## config.mk

```make
export PLATFORM = sky130hd
export DESIGN_NAME = swsc_slot
export DESIGN_NICKNAME = d
export VERILOG_FILES = /design/src/core/swsc_slot.v /design/src/core/swsc_fifo.v /design/src/core/swsc_crc16.v
export VERILOG_INCLUDE_DIRS = /design/src /design/src/core
export SDC_FILE = /design/constraint.sdc
export NUM_CORES = 1
export LEC_CHECK = 0
export BUFFER_PORTS_ARGS = -buffer_cell sky130_fd_sc_hd__buf_2
export CAP_MARGIN = 5
export CORE_MARGIN = 1.5
export CORE_UTILIZATION = 30
export DETAILED_ROUTE_END_ITERATION = 6
export GPL_ROUTABILITY_DRIVEN = 0
export SLEW_MARGIN = 20
export SYNTH_ARGS = -nofsm -noshare
export SYNTH_HDL_FRONTEND = slang
export SYNTH_SLANG_ARGS = --single-unit
```

## constraint.sdc

```tcl
create_clock -name i_clk -period 5.48 [get_ports i_clk]
set_input_delay 0.274 -clock i_clk [delete_from_list [all_inputs] [get_ports i_clk]]
set_output_delay 0.274 -clock i_clk [all_outputs]
set_load 0.005 [all_outputs]
```

## src/core/swsc_defs.vh

```
// timing, crc and command constants for the single-wire slot and crc block
`ifndef SWSC_DEFS_VH
`define SWSC_DEFS_VH

// clock rate in kHz (20 MHz)
`define SWSC_CLK_KHZ            20000
// times in ns, standard speed
`define SWSC_STD_SAMPLE_NS      30000
`define SWSC_STD_READ_HOLD_NS   30000
`define SWSC_STD_FILTER_NS      1000
`define SWSC_STD_REH_NS         5000
// times in ns, overdrive speed
`define SWSC_OD_SAMPLE_NS       3000
`define SWSC_OD_READ_HOLD_NS    3000
`define SWSC_OD_REH_NS          2000
// reset low times in us
`define SWSC_RST_EXIT_OD_US     690
`define SWSC_RST_KEEP_OD_US     80
// cycle counts, least times round up
`define SWSC_NS2CYC(ns)         (((ns) * 20 + 999) / 1000)
`define SWSC_US2CYC(us)         ((us) * 20)
`define SWSC_STD_SAMPLE_CYC     `SWSC_NS2CYC(`SWSC_STD_SAMPLE_NS)
`define SWSC_STD_HOLD_CYC       `SWSC_NS2CYC(`SWSC_STD_READ_HOLD_NS)
`define SWSC_STD_FILT_CYC       `SWSC_NS2CYC(`SWSC_STD_FILTER_NS)
`define SWSC_STD_REH_CYC        `SWSC_NS2CYC(`SWSC_STD_REH_NS)
`define SWSC_OD_SAMPLE_CYC      `SWSC_NS2CYC(`SWSC_OD_SAMPLE_NS)
`define SWSC_OD_HOLD_CYC        `SWSC_NS2CYC(`SWSC_OD_READ_HOLD_NS)
`define SWSC_OD_REH_CYC         `SWSC_NS2CYC(`SWSC_OD_REH_NS)
`define SWSC_RST_EXIT_CYC       `SWSC_US2CYC(`SWSC_RST_EXIT_OD_US)
// crc reset value and reflected polynomial of x^16+x^15+x^2+1
`define SWSC_CRC_INIT           16'h0000
`define SWSC_CRC_POLY           16'hA001
// scratchpad last offset 11111b
`define SWSC_SP_LAST            5'h1F
// crc session kinds
`define SWSC_K_RMC_FIRST        2'd0
`define SWSC_K_RMC_NEXT         2'd1
`define SWSC_K_WS               2'd2
`define SWSC_K_RS               2'd3
// fifo shape
`define SWSC_FIFO_W             8
`define SWSC_FIFO_D             4
`define SWSC_FIFO_AW            2

`endif

```

## src/core/swsc_slot.v

```verilog
// single-wire slave slot engine with crc-16 framing
// Function
// - each slot carries exactly one bit, write or read
// - falling edge starts the internal slot timer that sets sampling
// - slave needs recovery after rising edge before next slot
// - zero reply: slave pulls low in read window until timer ends
// - one reply: slave never pulls the line low
// - extra falling-edge filtering at standard speed, none at overdrive
// - lows inside rising-edge holdoff ignored; longer lows start a slot
// - identity top byte is crc-8 over first 56 bits, true form
// - crc-16 x^16+x^15+x^2+1, always sent complemented
// - first crc memory read pass: clear, then command, address, data
// - password bytes never enter the crc-16
// - later memory read passes: clear, then that pass's data only
// - scratchpad write crc: command, both address bytes, data
// - scratchpad write crc sent only on reaching offset 11111b
// - scratchpad read crc: command, address, status byte, data
// - scratchpad read crc sent only when reading reaches last offset
// - standard timing unless fast speed selected; fast applies to all
// - reset low >=690us leaves fast speed; <=80us keeps it
`timescale 1ns/10ps
module swsc_slot (
	input  wire       i_clk,
	input  wire       i_srst,
	input  wire       i_dq_in,
	output wire       o_dq_out,
	output wire       o_dq_oe_n,
	input  wire       i_fast_speed_set,
	output wire       o_fast_speed_flag,
	output wire       o_reset_seen,
	output reg        o_wbit_valid,
	output reg        o_wbit,
	input  wire       i_tx_valid,
	output wire       o_tx_ready,
	input  wire [7:0] i_tx_byte,
	output reg        o_tx_busy,
	input  wire       i_crc_start,
	input  wire [1:0] i_crc_kind,
	input  wire       i_crc_byte_valid,
	input  wire [7:0] i_crc_byte,
	input  wire       i_crc_is_pw,
	input  wire [4:0] i_sp_offset,
	input  wire       i_crc_send,
	output reg        o_crc_sent
);
	`include "swsc_defs.vh"

	localparam [2:0] ST_IDLE = 3'd0;
	localparam [2:0] ST_FILT = 3'd1;
	localparam [2:0] ST_LOW  = 3'd2;
	localparam [2:0] ST_REC  = 3'd3;
	localparam [2:0] ST_REH  = 3'd4;

	// cycle counts cut to the timer width on purpose
	localparam [15:0] FILT_CYC  = `SWSC_STD_FILT_CYC;
	localparam [15:0] FILT_LAST = `SWSC_STD_FILT_CYC - 1;
	localparam [15:0] STD_SMP   = `SWSC_STD_SAMPLE_CYC;
	localparam [15:0] OD_SMP    = `SWSC_OD_SAMPLE_CYC;
	localparam [15:0] STD_END   = `SWSC_STD_SAMPLE_CYC + `SWSC_STD_HOLD_CYC;
	localparam [15:0] OD_END    = `SWSC_OD_SAMPLE_CYC + `SWSC_OD_HOLD_CYC;
	localparam [15:0] STD_REH   = `SWSC_STD_REH_CYC;
	localparam [15:0] OD_REH    = `SWSC_OD_REH_CYC;
	localparam [15:0] RST_CYC   = `SWSC_RST_EXIT_CYC;

	reg  [2:0]  state_ff;
	reg  [2:0]  nxt_state;
	reg  [15:0] tmr_ff;
	reg  [15:0] nxt_tmr;
	reg         fast_ff;
	reg         drive_ff;
	reg  [7:0]  sh_ff;
	reg  [2:0]  bitn_ff;
	reg         sh_full_ff;
	reg         crc_act_ff;
	reg  [1:0]  kind_ff;
	wire [15:0] end_cyc;
	reg  [1:0]  crc_left_ff;
	reg  [7:0]  crc_hi_ff;
	reg         rst_rep_ff;
	wire [15:0] crc_val;
	wire        fifo_rvalid;
	wire [7:0]  fifo_rdata;
	wire        load_sh;
	wire        sample_pt;
	wire        slot_end;
	wire        crc_clear;
	wire        crc_shift;
	wire        crc_due;

	// speed-dependent counts; the fast flag picks overdrive counts, otherwise standard ones
	function [15:0] sel_cyc;
		input        fast;
		input [15:0] std_c;
		input [15:0] od_c;
		begin
			sel_cyc = fast ? od_c : std_c;
		end
	endfunction

	// outgoing bytes queue up ahead of the bit shifter
	swsc_fifo #(
		.WIDTH (`SWSC_FIFO_W),
		.DEPTH (`SWSC_FIFO_D),
		.AW    (`SWSC_FIFO_AW)
	) u_fifo (
		.i_clk    (i_clk),
		.i_srst   (i_srst),
		.i_wvalid (i_tx_valid),
		.o_wready (o_tx_ready),
		.i_wdata  (i_tx_byte),
		.o_rvalid (fifo_rvalid),
		.i_rready (load_sh),
		.o_rdata  (fifo_rdata)
	);

	// crc generator shared by all sessions
	swsc_crc16 u_crc (
		.i_clk   (i_clk),
		.i_srst  (i_srst),
		.i_clear (crc_clear),
		.i_shift (crc_shift),
		.i_byte  (i_crc_byte),
		.o_crc   (crc_val)
	);

	assign o_dq_out          = 1'b0;
	assign o_dq_oe_n         = ~drive_ff;
	assign o_fast_speed_flag = fast_ff;
	assign o_reset_seen      = rst_rep_ff;

	// sample point and end of slot measured from the falling edge
	assign end_cyc   = sel_cyc(fast_ff, STD_END, OD_END);
	assign sample_pt = (state_ff == ST_LOW) & (tmr_ff == sel_cyc(fast_ff,
		STD_SMP, OD_SMP));
	// a write-one releases early, so the slot only ends on the timer
	assign slot_end  = (state_ff == ST_LOW) & i_dq_in & ~drive_ff
		& (tmr_ff >= end_cyc);

	// a fresh byte loads when the shifter runs dry between slots
	assign load_sh = ~sh_full_ff & fifo_rvalid & (crc_left_ff == 2'd0)
		& (state_ff == ST_IDLE);

	// session start clears; passwords skipped; header only on first pass
	assign crc_clear = i_crc_start;
	// later passes see only data bytes, so every byte offered counts
	assign crc_shift = i_crc_byte_valid & crc_act_ff
		& ~i_crc_is_pw;

	// scratchpad crc only once the last offset is covered
	assign crc_due = i_crc_send & crc_act_ff & (crc_left_ff == 2'd0)
		& (state_ff == ST_IDLE)
		& (((kind_ff == `SWSC_K_WS) | (kind_ff == `SWSC_K_RS))
		? (i_sp_offset == `SWSC_SP_LAST) : 1'b1);

	// slot state machine
	always @* begin
		nxt_state = state_ff;
		nxt_tmr   = tmr_ff + 16'h0001;
		case (state_ff)
		ST_IDLE: begin
			nxt_tmr = 16'h0000;
			if (~i_dq_in) begin
				// standard speed adds a low-pass qualifier
				nxt_state = fast_ff ? ST_LOW : ST_FILT;
			end
		end
		ST_FILT: begin
			if (i_dq_in) begin
				nxt_state = ST_IDLE;
			end else if (tmr_ff == FILT_LAST) begin
				nxt_state = ST_LOW;
				nxt_tmr   = FILT_CYC;
			end
		end
		ST_LOW: begin
			if (slot_end) begin
				nxt_state = ST_REH;
				nxt_tmr   = 16'h0000;
			end else if (tmr_ff == 16'hFFFF) begin
				nxt_tmr = tmr_ff;
			end
		end
		ST_REH: begin
			// glitches inside the holdoff cannot restart the timer
			if (tmr_ff == sel_cyc(fast_ff, STD_REH, OD_REH)) begin
				nxt_state = ST_IDLE;
			end
		end
		default: begin
			nxt_state = ST_IDLE;
		end
		endcase
	end

	// slot timer and state registers
	always @(posedge i_clk) begin
		if (i_srst) begin
			state_ff <= ST_IDLE;
			tmr_ff   <= 16'h0000;
		end else begin
			state_ff <= nxt_state;
			tmr_ff   <= nxt_tmr;
		end
	end

	// open-drain pulldown for a zero reply, released by the timer
	always @(posedge i_clk) begin
		if (i_srst) begin
			drive_ff <= 1'b0;
		end else if (nxt_state == ST_LOW && state_ff != ST_LOW) begin
			drive_ff <= sh_full_ff & ~sh_ff[0];
		end else if (state_ff == ST_LOW && tmr_ff == end_cyc) begin
			drive_ff <= 1'b0;
		end
	end

	// transmit shifter: data bytes, then complemented crc low byte first
	always @(posedge i_clk) begin
		if (i_srst) begin
			sh_ff       <= 8'h00;
			bitn_ff     <= 3'd0;
			sh_full_ff  <= 1'b0;
			crc_left_ff <= 2'd0;
			crc_hi_ff   <= 8'h00;
			o_crc_sent  <= 1'b0;
		end else begin
			o_crc_sent <= 1'b0;
			if (sh_full_ff && sample_pt) begin
				// one bit leaves per slot, lsb first
				sh_ff   <= {1'b0, sh_ff[7:1]};
				bitn_ff <= bitn_ff + 3'd1;
				if (bitn_ff == 3'd7) begin
					sh_full_ff <= 1'b0;
				end
			end else if (!sh_full_ff && crc_left_ff == 2'd1 &&
				state_ff == ST_IDLE) begin
				sh_ff       <= crc_hi_ff;
				sh_full_ff  <= 1'b1;
				crc_left_ff <= 2'd0;
				o_crc_sent  <= 1'b1;
			end else if (crc_due && !sh_full_ff && !fifo_rvalid) begin
				sh_ff       <= ~crc_val[7:0];
				crc_hi_ff   <= ~crc_val[15:8];
				sh_full_ff  <= 1'b1;
				crc_left_ff <= 2'd1;
			end else if (load_sh) begin
				sh_ff      <= fifo_rdata;
				sh_full_ff <= 1'b1;
				bitn_ff    <= 3'd0;
			end
		end
	end

	// write bits sampled at the internal sample point
	always @(posedge i_clk) begin
		if (i_srst) begin
			o_wbit_valid <= 1'b0;
			o_wbit       <= 1'b0;
			o_tx_busy    <= 1'b0;
		end else begin
			o_wbit_valid <= sample_pt & ~sh_full_ff;
			o_tx_busy    <= sh_full_ff | (crc_left_ff != 2'd0);
			if (sample_pt && !sh_full_ff) begin
				o_wbit <= i_dq_in;
			end
		end
	end

	// crc session bookkeeping
	always @(posedge i_clk) begin
		if (i_srst) begin
			crc_act_ff <= 1'b0;
			kind_ff    <= `SWSC_K_RMC_FIRST;
		end else if (i_crc_start) begin
			// a new session always wins over the end of the old one
			crc_act_ff <= 1'b1;
			kind_ff    <= i_crc_kind;
		end else if (o_crc_sent) begin
			crc_act_ff <= 1'b0;
		end
	end

	// long low is a reset: >=690us drops fast speed, short keeps it
	always @(posedge i_clk) begin
		if (i_srst) begin
			fast_ff    <= 1'b0;
			rst_rep_ff <= 1'b0;
		end else begin
			rst_rep_ff <= 1'b0;
			if (state_ff == ST_LOW && tmr_ff == RST_CYC) begin
				fast_ff    <= 1'b0;
				rst_rep_ff <= 1'b1;
			end else if (i_fast_speed_set) begin
				fast_ff <= 1'b1;
			end
		end
	end
endmodule // swsc_slot

```

## src/core/swsc_fifo.v

```verilog
// small valid/ready fifo holding outgoing bytes
`timescale 1ns/10ps
module swsc_fifo #(
	parameter WIDTH = 8,
	parameter DEPTH = 4,
	parameter AW    = 2
) (
	input  wire             i_clk,
	input  wire             i_srst,
	input  wire             i_wvalid,
	output wire             o_wready,
	input  wire [WIDTH-1:0] i_wdata,
	output wire             o_rvalid,
	input  wire             i_rready,
	output reg  [WIDTH-1:0] o_rdata
);
	reg [WIDTH-1:0] mem_ff [0:DEPTH-1];
	reg [AW-1:0]    wptr_ff;
	reg [AW-1:0]    rptr_ff;
	reg [AW:0]      cnt_ff;
	wire            do_w;
	wire            do_r;

	// full and empty come straight from the occupancy count
	assign o_wready = (cnt_ff != DEPTH[AW:0]);
	assign o_rvalid = (cnt_ff != {(AW+1){1'b0}});
	assign do_w     = i_wvalid & o_wready;
	assign do_r     = o_rvalid & i_rready;

	// storage write
	always @(posedge i_clk) begin
		if (do_w) begin
			mem_ff[wptr_ff] <= i_wdata;
		end
	end

	// read data taken combinationally from the head entry, not registered
	always @* begin
		o_rdata = mem_ff[rptr_ff];
	end

	// pointers and count
	always @(posedge i_clk) begin
		if (i_srst) begin
			wptr_ff <= {AW{1'b0}};
			rptr_ff <= {AW{1'b0}};
			cnt_ff  <= {(AW+1){1'b0}};
		end else begin
			if (do_w) begin
				wptr_ff <= wptr_ff + 1'b1;
			end
			if (do_r) begin
				rptr_ff <= rptr_ff + 1'b1;
			end
			if (do_w & ~do_r) begin
				cnt_ff <= cnt_ff + 1'b1;
			end else if (do_r & ~do_w) begin
				cnt_ff <= cnt_ff - 1'b1;
			end
		end
	end
endmodule // swsc_fifo

```

## src/core/swsc_crc16.v

```verilog
// byte-wide crc-16 generator, lsb first
`timescale 1ns/10ps
module swsc_crc16 (
	input  wire        i_clk,
	input  wire        i_srst,
	input  wire        i_clear,
	input  wire        i_shift,
	input  wire [7:0]  i_byte,
	output reg  [15:0] o_crc
);
	`include "swsc_defs.vh"

	// one byte through the reflected generator, bit 0 first
	function [15:0] crc_byte;
		input [15:0] c;
		input [7:0]  b;
		integer      k;
		reg   [15:0] t;
		begin
			t = c;
			for (k = 0; k < 8; k = k + 1) begin
				if (t[0] ^ b[k]) begin
					t = (t >> 1) ^ `SWSC_CRC_POLY;
				end else begin
					t = t >> 1;
				end
			end
			crc_byte = t;
		end
	endfunction

	// clear wins, then a byte shifts in
	always @(posedge i_clk) begin
		if (i_srst | i_clear) begin
			o_crc <= `SWSC_CRC_INIT;
		end else if (i_shift) begin
			o_crc <= crc_byte(o_crc, i_byte);
		end
	end
endmodule // swsc_crc16

```

==> flow_metrics.tcl <==
set metrics [dict create \
    outcome "completed" \
    worstPathRequired_ns 5.67 \
    synth_most_common_cell "dfxtp_1" \
    start_util_pct 31.1 \
    rows 46 \
    via_per_inst 4.96 \
    hpwlAfterDp_um 7600 \
    drcViolationCount 0 \
    fp.dieArea_mm2 0.0174 \
    seqPwrFrac_pct 47.6 \
    antenna_found_initial 0 \
    die_h_um 132 \
    placed_cell_area_mm2 0.00535 \
    crit_end "sh_ff[5]" \
    crit_type "reg2reg" \
    ys_ff_latch 106 \
    clockBufferDepth 2 \
    r2r_setup_slack_ns 2.43 \
    power_switching_uw 621 \
    pwr_density_cell_mw_per_mm2 364 \
    grt-ovfl-total 0 \
    fin_ws_ns 2.43 \
    netlist_top_cells_count "dfxtp_1, nor2_1, a21oi_1, nand2_1, edfxtp_1" \
    met3_usage_pct 3.58 \
    synth_seq_area_share_pct 48.9 \
    synth_warnings 0 \
    yosys-top-cells-area "dfxtp_1, edfxtp_1, a21oi_1, xnor2_1, nor2_1" \
    postSynthAreaPerCell_um2 10.0 \
    grt_max_degree 48 \
    cts_setup_buffers 0 \
    power_frac_clock_pct 31.1 \
    drive_gt1_share_pct 15.0 \
    synth_top_area_share_pct 29.7 \
    synth_edf_count 32 \
    multi_input_area_mm2 0.00232 \
    busiest_layer "met2" \
    switching_share_pct 30.3 \
    maxCapViolCount 0 \
    max_slew_margin_pct 35.0 \
    wirelength_um 10800 \
    fin_crit_sh_pct 55.7 \
    fin_hold_ws_ns 0.137 \
    grt_pass1_vias 3644 \
    p_comb_share_pct 21.3 \
    grt.total_usage_pct 12.7 \
    diodes 0 \
    vias 3683 \
    synth_flop_cell "dfxtp_1" \
    synth_nets 543 \
    postRouteAntennaNets 0 \
    syn_area_mm2 0.00499 \
    initialDrtViolationCount 205 \
    p_leak_uw 0.00204 \
    r2r_cells 9 \
    root_buffer "clkbuf_16" \
    arrival_ns 3.24 \
    cts_tree "done" \
    syn_inst 497 \
    area_growth_pct 12.9 \
    cts_sinks 106 \
    dp_slack_ns 2.43 \
    period_minus_slack_ns 3.05 \
    cts_made_buffers 9 \
    path_max_fanout 17 \
    r2r-start "o_fast_speed_flag" \
    tns_ns 0 \
    synth_top_area_cell "dfxtp_1" \
    min_from "i_tx_byte[6]" \
    endpoint_kind "register" \
    cp-start-kind "register" \
    finalPower_uw 2050 \
    clock.fmax_mhz 328 \
    r2r-end "sh_ff[5]" \
    setup_viol 0 \
    use_met1_pct 17.0 \
    port_buffers 38 \
    async_flop_share_pct 0 \
    min-delay-path-class "in2reg" \
    wire_per_inst_um 14.5 \
    finClkSkew_ns 0.0104 \
    die_x_um 132 \
    final_area_mm2 0.00564 \
    tightestPinTransition_ns 0.975 \
    yosysUniqueCellTypes 62 \
    fillerInstances 1621 \
    dr.pass1.iters 4 \
    clk_latency_ns 0.35 \
    htreeDepth 3 \
    ctsHoldBuffers 0 \
    slew_violations 0 \
    cts.clk_slew.worst_paths_ns 0.08 \
    rsz0062_at_grt "false" \
    grt_use_met2_pct 20.0 \
    pin_count 41 \
    fin_nets 568 \
    startpoint "o_fast_speed_flag" \
    ctsResizeCount 0 \
    grt_pass1_wl_um 18000 \
    finalHoldViolCount 0 \
    ir_worst_vdd_v 0.000200 \
    design.core.area_mm2 0.0161 \
    seqCellArea_mm2 0.00244 \
    intPower_uw 1430 \
]
==> layer usage <==
metal  wire (um)  vias up
met1        5260     1769
met5           0        -
met4          59        0
li1            -     1839
met2        4980       70
met3         478        5
==> cell families after synthesis <==
family | share of synthesized area, %
adder cells (fa/ha/maj) | 3.66
flip-flops | 48.9
multiplexers | 5.84
AO/OA/AOI/OAI | 12.6
other | 0.0751
buffers and inverters | 4.61
AND/OR/NAND/NOR | 18.6
XOR/XNOR | 5.74
==> final cells by class <==
type	instances	share of cell area [%]
timing repair buffer	41	3.77
inverter	27	1.80
clock buffer	9	4.00
tap	216	4.80
sequential	106	43.3
multi-input combinational	337	41.2
clock inverter	7	1.11
==> sequential cells by signal, summed over array words and instances (netlist names), 3 cells and up, named ones only <==
name           cells
u_crc.o_crc       16
tmr_ff            16
state_ff           3
crc_hi_ff          8
sh_ff              8
u_fifo.cnt_ff      3
u_fifo.mem_ff     32
bitn_ff            3
==> worst min-delay path by stage <==
stage / to / slack, ns / cells past startpoint
after floorplan: u_fifo.mem_ff[0][0] / 0.37 / 0
after detailed placement: sh_ff[4] / 0.46 / 2
after CTS: u_fifo.mem_ff[1][6] / 0.12 / 1
after global placement: sh_ff[4] / 0.45 / 2
after global routing: u_fifo.mem_ff[1][6] / 0.12 / 1
final: u_fifo.mem_ff[1][6] / 0.14 / 1
==> through the flow <==
step           util, %  std cells
4_1_cts           35.1        743
3_3_place_gp      33.3        727
6_report          35.1        743
5_1_grt           35.1        743
2_1_floorplan        -        497
3_5_place_dp      33.3        727
==> cells in the final DEF (no fill, tap or decap), types with 2 or more instances in the layout <==
master     netlist  routed
nor2_1          54      54
nor3_1           7       7
o21ai_0         10      10
or3_1            9       9
a211o_1          2       2
a311oi_1         2       2
mux2i_1         10      10
o21ba_2          2       2
a211oi_1        12      12
a221oi_1         5       5
xnor2_1         25      25
and2_1           2       2
nor4_1           3       3
a21oi_1         45      45
a22oi_1          6       6
nor3b_1          2       2
buf_4            4       3
xor2_1           5       5
inv_1           27      27
or4_1            8       8
and4_1           4       4
o31ai_1          5       5
nor2b_1          5       5
nand2_1         33      33
or2_2            4       4
buf_2            3      38
clkbuf_16        0       9
mux4_2           8       8
nand3_1         13      13
inv_6            0       5
nand4_1          6       6
dfxtp_1         74      74
and3_1           6       6
nand3b_1         4       4
edfxtp_1        32      32
ha_1            13      13
nand2b_1         2       2
a31oi_1          3       3
==> power by group through the flow <==
stage	sequential, uW	combinational (uW)	clock (uW)
6_report	977	438	637
5_1_grt	991	489	684
4_1_cts	978	443	655
3_5_place_dp	996	441	0
3_3_place_gp	993	421	0
2_1_floorplan	961	354	0
==> worst max-delay path: stages (launching register included) <==
cell and delay [ns]:
dfxtp_1 0.55, inv_1 0.12, ha_1 0.32, nor3_1 0.27
nand4_1 0.23, nor4_4 0.70, a211oi_1 0.12, buf_4 0.23
a211oi_1 0.24, a211oi_1 0.09
Power figures use the tool's default switching activity.
